<file path="src/hw/mpac_pkg.sv">
// constants, register map and mode encoding of the actuator front end
package mpac_pkg;
    // clock and time base
    localparam int CLK_NS        = 25;
    localparam int TICK_NS       = 1_000_000;          // 1 ms time base
    localparam int TICK_CYC      = TICK_NS / CLK_NS;
    localparam int SETUP_HOLD_S  = 8;                  // both held, seconds
    localparam int SETUP_HOLD_MS = SETUP_HOLD_S * 1000;
    localparam int PRESS_MIN_MS  = 50;                 // shortest closure
    localparam int DEB_MS        = 5;                  // debounce window
    // accept a little early so debounce and tick jitter never lose one
    localparam int PRESS_ACC_MS  = PRESS_MIN_MS - 2 * DEB_MS;
    localparam int FLASH_MS      = 250;                // display blink half

    // register byte addresses
    localparam logic [7:0] ADDR_CTRL     = 8'h00;
    localparam logic [7:0] ADDR_CONFIG   = 8'h04;
    localparam logic [7:0] ADDR_STATUS   = 8'h08;
    localparam logic [7:0] ADDR_IRQ_STAT = 8'h0C;
    localparam logic [7:0] ADDR_IRQ_MASK = 8'h10;

    // field positions
    localparam int CTRL_AUTO_LATCH = 0;
    localparam int CFG_COUNT_LSB   = 0;
    localparam int CFG_OFFSET_LSB  = 8;
    localparam int STAT_POS_LSB    = 0;
    localparam int STAT_MODE_LSB   = 8;
    localparam int STAT_RUN        = 10;
    localparam int STAT_DIR        = 11;
    localparam int STAT_FAULT      = 12;

    // interrupt bits
    localparam int IRQ_STEP  = 0;
    localparam int IRQ_HOME  = 1;
    localparam int IRQ_BCD   = 2;
    localparam int IRQ_DONE  = 3;
    localparam int IRQ_FAULT = 4;
    localparam int IRQ_MODE  = 5;
    localparam int IRQ_W     = 6;

    // reset values and limits
    localparam logic [6:0] COUNT_RST  = 7'h0A;
    localparam logic [6:0] OFFSET_RST = 7'h01;
    localparam logic [6:0] POS_TOP    = 7'h60;         // 96
    localparam logic [6:0] COUNT_MIN  = 7'h02;

    // gray coded along oper -> both -> setup -> leave
    typedef enum logic [1:0] {
        MPAC_OPER  = 2'b00,
        MPAC_BOTH  = 2'b01,
        MPAC_SETUP = 2'b11,
        MPAC_LEAVE = 2'b10
    } mpac_mode_e;
endpackage

</file>
<file path="src/hw/mpac_debounce.sv">
// two-flop synchroniser and stable-time debounce per contact input
module mpac_debounce #(
    parameter int N = 2
) (
    input  wire logic         clk,
    input  wire logic         rst_n,
    input  wire logic         tick,
    input  wire logic [N-1:0] raw_n,
    output logic      [N-1:0] pressed
);
    import mpac_pkg::*;

    genvar g;
    for (g = 0; g < N; g++) begin : g_bit
        logic       s0_reg;
        logic       s1_reg;
        logic       st_reg;
        logic [3:0] cnt_reg;
        wire        same = (s1_reg == st_reg);
        wire        full = (cnt_reg == 4'(DEB_MS - 1));

        // contacts pull to ground, so a closure reads as pressed
        always_ff @(posedge clk or negedge rst_n) begin
            if (!rst_n) begin
                s0_reg  <= 1'b0;
                s1_reg  <= 1'b0;
                st_reg  <= 1'b0;
                cnt_reg <= 4'h0;
            end else begin
                s0_reg <= ~raw_n[g];
                s1_reg <= s0_reg;
                if (same) begin
                    cnt_reg <= 4'h0;
                end else if (tick) begin
                    cnt_reg <= full ? 4'h0 : cnt_reg + 4'h1;
                    if (full) st_reg <= s1_reg;      // stable long enough
                end
            end
        end
        assign pressed[g] = st_reg;
    end
endmodule // mpac_debounce

</file>
<file path="src/hw/mpac_top.sv">
// multiposition actuator front end: switches, modes, bcd port, apb regs
//
// Summary of operation
// - power up in operating mode showing position
// - left switch steps, right switch homes
// - brief both-press reverses direction and LEDs
// - both held 8 s enters flashing setup
// - setup: step increments, home decrements count
// - setup: both pressed returns to operating mode
// - display position, count, or fault indication
// - closure of 50 ms gives one step/home
// - bcd position out, bcd request with latch
// - bcd requests only offset to offset+count-1
// - auto latch acts on changed bcd input
module mpac_top #(
    parameter int TICK_CYCLES = mpac_pkg::TICK_CYC,
    parameter int SETUP_TICKS = mpac_pkg::SETUP_HOLD_MS
) (
    input  wire logic        pclk,
    input  wire logic        presetn,
    input  wire logic        psel,
    input  wire logic        penable,
    input  wire logic        pwrite,
    input  wire logic [7:0]  paddr,
    input  wire logic [31:0] pwdata,
    output logic      [31:0] prdata,
    output logic             pready,
    output logic             pslverr,
    input  wire logic        step_in_n,
    input  wire logic        home_in_n,
    input  wire logic        data_latch,
    input  wire logic [7:0]  bcd_in,
    input  wire logic        motor_done,
    input  wire logic        fault_in,
    output logic             motor_run,
    output logic             dir_out,
    output logic             error_out,
    output logic      [7:0]  bcd_out,
    output logic      [7:0]  disp_value,
    output logic             disp_blank,
    output logic             disp_fault,
    output logic             led_dir_fwd,
    output logic             led_dir_rev,
    output logic             irq
);
    import mpac_pkg::*;

    function automatic logic [7:0] to_bcd(input logic [6:0] v);
        return {4'(v / 7'd10), 4'(v % 7'd10)};
    endfunction

    // 1 ms enable; a parameter so simulation can shorten every count
    logic [15:0] div_reg;
    logic        tick_reg;
    always_ff @(posedge pclk or negedge presetn) begin
        if (!presetn) begin
            div_reg  <= 16'h0000;
            tick_reg <= 1'b0;
        end else begin
            tick_reg <= (div_reg == 16'(TICK_CYCLES - 2)); // wrap adds a cycle
            div_reg  <= tick_reg ? 16'h0000 : div_reg + 16'h0001;
        end
    end

    // contact inputs, manual and external share the same lines
    logic [1:0] pressed;
    mpac_debounce #(.N(2)) u_deb (
        .clk     (pclk),
        .rst_n   (presetn),
        .tick    (tick_reg),
        .raw_n   ({home_in_n, step_in_n}),
        .pressed (pressed)
    );
    wire step_p = pressed[0];
    wire home_p = pressed[1];
    wire [2:0] held = {step_p & home_p, home_p, step_p};

    // hold timers in ms: step, home, both; saturating
    logic [13:0] hold_reg [3];
    genvar g;
    for (g = 0; g < 3; g++) begin : g_hold
        always_ff @(posedge pclk or negedge presetn) begin
            if (!presetn) hold_reg[g] <= 14'h0000;
            else if (!held[g]) hold_reg[g] <= 14'h0000;
            else if (tick_reg && hold_reg[g] != 14'h3FFF)
                hold_reg[g] <= hold_reg[g] + 14'h0001;
        end
    end

    // one accept per closure, only while the other switch is open
    wire acc_pt   = tick_reg && hold_reg[0] == 14'(PRESS_ACC_MS - 1);
    wire acc_ph   = tick_reg && hold_reg[1] == 14'(PRESS_ACC_MS - 1);
    wire step_acc = acc_pt && step_p && !home_p;
    wire home_acc = acc_ph && home_p && !step_p;
    wire setup_hit = tick_reg && hold_reg[2] == 14'(SETUP_TICKS - 1);
    wire both_new  = held[2] && hold_reg[2] == 14'h0000;

    // mode machine
    mpac_mode_e mode_reg;
    mpac_mode_e mode_next;
    always_comb begin
        mode_next = mode_reg;
        unique case (mode_reg)
            MPAC_OPER:  if (held[2]) mode_next = MPAC_BOTH;
            MPAC_BOTH: begin
                if (setup_hit) mode_next = MPAC_SETUP;
                else if (!held[2]) mode_next = MPAC_OPER;
            end
            MPAC_SETUP: if (both_new) mode_next = MPAC_LEAVE;
            MPAC_LEAVE: if (!step_p && !home_p) mode_next = MPAC_OPER;
        endcase
    end
    wire dir_flip = mode_reg == MPAC_BOTH && mode_next == MPAC_OPER;
    wire oper     = mode_reg == MPAC_OPER;

    // registers and run state
    logic [6:0] count_reg;
    logic [6:0] offset_reg;
    logic [6:0] pos_reg;
    logic       dir_reg;
    logic       auto_reg;
    logic       run_reg;
    logic       fault_q;

    // bcd request decode and range check
    logic [7:0] bcd_q;
    logic       latch_q;
    wire        dig_ok   = bcd_in[7:4] < 4'hA && bcd_in[3:0] < 4'hA;
    wire [6:0]  bcd_bin  = 7'(bcd_in[7:4]) * 7'd10 + 7'(bcd_in[3:0]);
    wire [6:0]  lim_hi   = offset_reg + count_reg - 7'h01;
    wire        bcd_ok   = dig_ok && bcd_bin >= offset_reg
                           && bcd_bin <= lim_hi;
    wire        bcd_chg  = bcd_in != bcd_q;
    wire        bcd_trig = (data_latch && !latch_q)
                           || (auto_reg && bcd_chg);
    wire        can_move = oper && !run_reg;
    wire        step_go  = step_acc && can_move;
    wire        home_go  = home_acc && can_move;
    wire        bcd_go   = bcd_trig && bcd_ok && can_move && !step_go
                           && !home_go;
    wire [6:0]  step_pos = dir_reg ? (pos_reg <= 7'h01 ? count_reg
                                                       : pos_reg - 7'h01)
                                   : (pos_reg >= count_reg ? 7'h01
                                                           : pos_reg + 7'h01);
    wire [6:0]  cnt_lim  = POS_TOP - offset_reg;
    wire        set_inc  = mode_reg == MPAC_SETUP && step_acc
                           && count_reg < cnt_lim;
    wire        set_dec  = mode_reg == MPAC_SETUP && home_acc
                           && count_reg > COUNT_MIN;

    // apb decode: one wait state so read data comes from a flop
    logic        pready_reg;
    wire         acc     = psel && penable;
    wire         fin     = acc && pready_reg;
    wire         wr      = fin && pwrite;
    wire         hit_ctl = paddr == ADDR_CTRL;
    wire         hit_cfg = paddr == ADDR_CONFIG;
    wire         hit_sta = paddr == ADDR_STATUS;
    wire         hit_is  = paddr == ADDR_IRQ_STAT;
    wire         hit_im  = paddr == ADDR_IRQ_MASK;
    wire         mapped  = hit_ctl | hit_cfg | hit_sta | hit_is | hit_im;
    wire [6:0]   w_cnt   = pwdata[CFG_COUNT_LSB +: 7];
    wire [6:0]   w_off   = pwdata[CFG_OFFSET_LSB +: 7];
    wire         cfg_ok  = w_cnt >= COUNT_MIN && w_off >= OFFSET_RST
                           && 8'(w_cnt) + 8'(w_off) <= 8'(POS_TOP);
    wire         cfg_wr  = wr && hit_cfg && cfg_ok && oper;

    // interrupt events; set wins over the read clear
    logic [IRQ_W-1:0] istat_reg;
    logic [IRQ_W-1:0] imask_reg;
    wire  [IRQ_W-1:0] ev = {mode_next != mode_reg, fault_in && !fault_q,
                            run_reg && motor_done, bcd_go, home_go, step_go};
    wire  [IRQ_W-1:0] iclr = (fin && !pwrite && hit_is) ? istat_reg : '0;

    wire [31:0] rd_mux =
        hit_ctl ? 32'(auto_reg) << CTRL_AUTO_LATCH :
        hit_cfg ? (32'(count_reg) << CFG_COUNT_LSB)
                  | (32'(offset_reg) << CFG_OFFSET_LSB) :
        hit_sta ? (32'(pos_reg) << STAT_POS_LSB)
                  | (32'(mode_reg) << STAT_MODE_LSB)
                  | (32'(run_reg) << STAT_RUN) | (32'(dir_reg) << STAT_DIR)
                  | (32'(fault_in) << STAT_FAULT) :
        hit_is  ? 32'(istat_reg) :
        hit_im  ? 32'(imask_reg) : 32'h00000000;

    // bus slave flops
    logic [31:0] prdata_reg;
    logic        pslverr_reg;
    always_ff @(posedge pclk or negedge presetn) begin
        if (!presetn) begin
            pready_reg  <= 1'b0;
            prdata_reg  <= 32'h00000000;
            pslverr_reg <= 1'b0;
        end else begin
            pready_reg  <= acc && !pready_reg;
            prdata_reg  <= (acc && !pready_reg) ? rd_mux : 32'h00000000;
            pslverr_reg <= acc && !pready_reg && !mapped;
        end
    end

    // software state and interrupt status
    always_ff @(posedge pclk or negedge presetn) begin
        if (!presetn) begin
            auto_reg  <= 1'b0;
            imask_reg <= '0;
            istat_reg <= '0;
        end else begin
            if (wr && hit_ctl) auto_reg <= pwdata[CTRL_AUTO_LATCH];
            if (wr && hit_im) imask_reg <= pwdata[IRQ_W-1:0];
            istat_reg <= (istat_reg & ~iclr) | ev;
        end
    end

    // mode, direction and configuration
    always_ff @(posedge pclk or negedge presetn) begin
        if (!presetn) begin
            mode_reg   <= MPAC_OPER;
            dir_reg    <= 1'b0;
            count_reg  <= COUNT_RST;
            offset_reg <= OFFSET_RST;
        end else begin
            mode_reg <= mode_next;
            if (dir_flip) dir_reg <= ~dir_reg;
            if (set_inc) count_reg <= count_reg + 7'h01;
            else if (set_dec) count_reg <= count_reg - 7'h01;
            else if (cfg_wr) count_reg <= w_cnt;
            if (cfg_wr) offset_reg <= w_off;
        end
    end

    // position and motion; a request while running is dropped
    always_ff @(posedge pclk or negedge presetn) begin
        if (!presetn) begin
            pos_reg <= 7'h01;
            run_reg <= 1'b0;
            bcd_q   <= 8'h00;
            latch_q <= 1'b0;
            fault_q <= 1'b0;
        end else begin
            bcd_q   <= bcd_in;
            latch_q <= data_latch;
            fault_q <= fault_in;
            if (step_go) pos_reg <= step_pos;
            else if (home_go) pos_reg <= 7'h01;
            else if (bcd_go) pos_reg <= bcd_bin - offset_reg + 7'h01;
            if (step_go || home_go || bcd_go) run_reg <= 1'b1;
            else if (motor_done) run_reg <= 1'b0;
        end
    end

    // blink timer for setup display
    logic [7:0] blink_reg;
    logic       flash_reg;
    always_ff @(posedge pclk or negedge presetn) begin
        if (!presetn) begin
            blink_reg <= 8'h00;
            flash_reg <= 1'b0;
        end else if (tick_reg) begin
            blink_reg <= (blink_reg == 8'(FLASH_MS - 1)) ? 8'h00
                                                         : blink_reg + 8'h01;
            if (blink_reg == 8'(FLASH_MS - 1)) flash_reg <= ~flash_reg;
        end
    end

    // registered outputs
    logic [7:0] bcd_out_reg;
    logic [7:0] disp_reg;
    logic       blank_reg;
    logic       dfault_reg;
    logic       led_fwd_reg;
    logic       irq_reg;
    always_ff @(posedge pclk or negedge presetn) begin
        if (!presetn) begin
            bcd_out_reg <= 8'h01;
            disp_reg    <= 8'h01;
            blank_reg   <= 1'b0;
            dfault_reg  <= 1'b0;
            led_fwd_reg <= 1'b1;
            irq_reg     <= 1'b0;
        end else begin
            bcd_out_reg <= to_bcd(pos_reg);
            disp_reg    <= to_bcd(mode_reg == MPAC_SETUP ? count_reg
                                                         : pos_reg);
            blank_reg   <= mode_reg == MPAC_SETUP && flash_reg;
            dfault_reg  <= fault_in;
            led_fwd_reg <= dir_flip ? dir_reg : !dir_reg;
            irq_reg     <= |(istat_reg & imask_reg);
        end
    end

    assign prdata      = prdata_reg;
    assign pready      = pready_reg;
    assign pslverr     = pslverr_reg;
    assign motor_run   = run_reg;
    assign dir_out     = dir_reg;
    assign error_out   = dfault_reg;
    assign bcd_out     = bcd_out_reg;
    assign disp_value  = disp_reg;
    assign disp_blank  = blank_reg;
    assign disp_fault  = dfault_reg;
    assign led_dir_fwd = led_fwd_reg;
    assign led_dir_rev = dir_reg;
    assign irq         = irq_reg;
endmodule // mpac_top

</file>
<file path="config.mk">
export PLATFORM = sky130hd
export DESIGN_NAME = mpac_top
export DESIGN_NICKNAME = d
export VERILOG_FILES = /design/src/hw/mpac_pkg.sv /design/src/hw/mpac_debounce.sv /design/src/hw/mpac_top.sv
export SDC_FILE = /design/constraint.sdc
export NUM_CORES = 1
export LEC_CHECK = 0
export BUFFER_PORTS_ARGS = -buffer_cell sky130_fd_sc_hd__buf_4
export CORE_MARGIN = 4
export CORE_UTILIZATION = 60
export DETAILED_ROUTE_END_ITERATION = 10
export PLACE_DENSITY = 0.81
export SLEW_MARGIN = 0
export SYNTH_ARGS = -nofsm -noshare
export SYNTH_HDL_FRONTEND = slang
export SYNTH_HIERARCHICAL = 1
export SYNTH_SLANG_ARGS = --single-unit
</file>
<file path="constraint.sdc">
create_clock -name pclk -period 4.13 [get_ports pclk]
set_input_delay 0.6195 -clock pclk [delete_from_list [all_inputs] [get_ports pclk]]
set_output_delay 0.6195 -clock pclk [all_outputs]
set_load 0.01 [all_outputs]
</file>
==> flow_metrics.py <==
metrics = {
    "status": {
        "status": "finished clean",
    },
    "power_and_ir_drop": {
        "cellPowerDensity_mw_per_mm2": 395.4,
        "ir_worst_vdd_mv": 0.3286,
        "pwr-share-comb_pct": 26.3,
        "p_sw_mw": 1.427,
        "swShare_pct": 29.92,
        "power.internal_mw": 3.344,
        "fin_total_pwr_mw": 4.771,
        "pwr-share-seq_pct": 37.3,
        "p_leak_nw": 5.584,
        "power_frac_clock_pct": 36.4,
    },
    "clocking": {
        "clk_path_buf_depth": 2,
        "postCtsSetupRepairBufs": 0,
        "path_clk_slew_ns": 0.07,
        "cts-root-buf": "clkbuf_16",
        "cts_made_buffers": 17,
        "clock-sinks": 165,
        "hold_buffers": 0,
        "cts_resized": 0,
        "worstSkewPairLatency_ns": 0.43,
        "cts_max_level": 4,
        "tritoncts": "built",
    },
    "critical_path": {
        "crit_arrival_ns": 3.94,
        "worst_setup_path_end_kind": "flop",
        "crit_type": "reg -> reg",
        "critPathLaunchType": "flop",
        "crit_fanout": 7,
        "worst_ep_required_time_ns": 4.48,
    },
    "route": {
        "drc": 0,
        "wirelength_um": 24610,
        "ant_nets": 0,
        "routedWlPerCell_um": 16.76,
        "drtPass1Iterations": 5,
        "via_per_inst": 5.975,
        "vias": 8771,
        "dr.first_iter.drc_count": 813,
    },
    "timing": {
        "period_share_pct": 86.93,
        "clock.fmax_mhz": 278.5,
        "fin_tns_setup_ns": 0,
        "slew_viol_final": 0,
        "whs_ns": 0.2314,
        "rsz0062_at_grt": "no",
        "hold_viol_final": 0,
        "finalCriticalPeriod_ns": 3.590,
        "fin_skew_ns": 0.01086,
        "relSlewSlack_pct": 47.12,
        "setup_viol": 0,
        "worst_pin_slew_ns": 0.7871,
    },
    "yosys": {
        "synthFlopType": "dfrtp_1",
        "ys_warn_count": 6,
        "avgSynthCellArea_um2": 9.214,
        "synth_top_family_by_area": "simple AND/OR/NAND/NOR gates",
        "muxShareOfSynthArea_pct": 2.862,
        "synth-xor-area-share_pct": 7.337,
        "yosys.area_share.simple_pct": 19.86,
        "synth_area_leaders": "dfrtp_1 (37%), ha_1 (9.8%), xnor2_1 (4.3%)",
        "ys_types": 76,
        "synth-compound-area-share_pct": 14.42,
        "synth.top_cell.area_share_pct": 37.22,
        "synth.most_common_cell": "dfrtp_1",
        "synth_edf_count": 0,
        "syn_area_mm2": 0.01062,
        "synth_common_cells": "dfrtp_1 (158), nor2_1 (111), nand2_1 (99)",
        "synth_top_area_cell": "dfrtp_1",
        "synth_cells": 1153,
        "synthAdderAreaFrac_pct": 11.09,
        "ys_async_sr_fraction_pct": 100.0,
        "synth_seq_cells": 165,
        "synth_seq_area_share_pct": 38.95,
    },
    "floorplan": {
        "coreArea_mm2": 0.01730,
        "die_area_mm2": 0.01990,
        "start_util_pct": 61.42,
        "num_io_pins": 116,
        "core.rowCount": 48,
        "die_x_um": 141.1,
        "die_y_um": 141.1,
    },
    "min_path": {
        "hold_class": "in -> async",
    },
    "final_layout": {
        "drive_gt1_share_pct": 13.03,
        "multi_input_area_mm2": 0.005971,
        "syn_to_final_growth_pct": 13.58,
        "final_nets": 1379,
        "stdcell_area_mm2": 0.01207,
        "regArea_mm2": 0.004138,
        "largest_register_ffs": 42,
        "nFillCells": 1359,
        "antenna_cells": 0,
    },
    "place": {
        "dpl_cell_area_mm2": 0.01142,
        "io_buffers": 79,
        "globalplace.congestion": 0.9523,
        "dp_hpwl_um": 17940,
    },
    "global_routing": {
        "antenna_found_initial": 0,
        "grt_pass1_wl_um": 40520,
        "grt_use_total_pct": 25.02,
        "grt_pass1_vias": 8275,
        "grt_start_max_net_pins": 84,
        "gr-total-overflow": 0,
    },
    "flow_run": {
        "cap_viol_max_count": 0,
    },
}
==> power groups by stage <==
stage / clock network (mW) / logic [mW] / registers [mW]
after floorplan: 0 / 0.845 / 1.81
after global placement: 0 / 1.20 / 1.80
after detailed placement: 0 / 1.23 / 1.81
after CTS: 1.75 / 1.25 / 1.78
after global routing: 1.83 / 1.39 / 1.79
final: 1.74 / 1.26 / 1.78
==> cells by family (layout without fill, tap and decap cells) <==
kind of cell | Yosys count | count (layout)
and+or+nand+nor | 420 | 420
adders and majority gates | 90 | 90
xor gates and xnor gates | 89 | 89
other | 1 | 18
DFF | 165 | 165
muxes | 29 | 29
buffers and inverters | 127 | 200
AOI/OAI and AO/OA | 232 | 232
==> cells in the final DEF (no fill, tap or decap), drive strengths merged, types with 5 or more instances in the layout <==
cell type / instances
xor2: 37
o21ai: 54
dfrtp: 158
or3: 20
a211oi: 8
o21a: 10
inv: 71
mux2: 8
nand2: 99
o211ai: 6
conb: 18
xnor2: 52
and2: 13
nand2b: 13
and3: 19
o221ai: 5
nand4: 25
nor2b: 12
nor4: 9
o22ai: 10
a21oi: 54
a221oi: 10
ha: 83
nor2: 111
mux2i: 21
o31ai: 7
nand3: 46
a31oi: 5
fa: 7
buf: 100
a22oi: 15
a21o: 10
a21boi: 9
dfstp: 7
clkbuf: 22
nor3: 27
==> metrics by stage <==
step | utilization (%) | setup slack (ns) | instances
after CTS | 69.76 | 0.5632 | 1468
after global placement | 66.00 | 0.4407 | 1437
after floorplan | - | 0.5169 | 1170
final | 69.76 | 0.5397 | 1468
after global routing | 69.76 | 0.3628 | 1468
after detailed placement | 66.00 | 0.3780 | 1437
==> critical path, stage by stage, from the launching register on <==
cell and delay [ns]:
dfstp_2 0.53, inv_1 0.13, ha_1 0.32, inv_1 0.04, ha_1 0.21, fa_1 0.40
a21oi_1 0.14, nor2_1 0.05, nor2_1 0.11, xor2_1 0.18, ha_1 0.27, o21a_1 0.17
o22ai_1 0.13, a31o_2 0.13, nand3_1 0.17, buf_4 0.26, mux2i_1 0.12, o22ai_1 0.17
==> cell type report <==
cell class | instances | share of cell area [%]
tap | 225 | 2.333
clock buffer | 22 | 4.013
inverter | 69 | 2.146
timing repair buffer | 100 | 6.356
clock inverter | 9 | 1.379
sequential | 165 | 34.29
multi-input combinational | 878 | 49.48
==> metal layers <==
metal | vias up | GRT usage [%] | part of all wire, %
met1 | 4216 | 35.10 | 44
met3 | 38 | 4.071 | 7.5
li1 | 4186 | - | -
met5 | - | 0 | 0
met4 | 0 | 7.649 | 1.8
met2 | 331 | 40.13 | 47
==> worst paths after layout <==
kind / startpoint / endpoint / slack [ns] / cells after the start
min in group pclk: data_latch / latch_q / 0.31 / 1
worst min-delay path: presetn / div_reg[10] / 0.23 / 1
worst max register to register: count_reg[1] / pos_reg[1] / 0.54 / 17
max in group asynchronous: presetn / offset_reg[0] / 2.96 / 2
worst min register to register: u_deb/g_bit[1].s0_reg / u_deb/g_bit[1].s1_reg / 0.37 / 0
worst max-delay path: count_reg[1] / pos_reg[1] / 0.54 / 17
No activity file was read; power rests on OpenSTA's default activity.
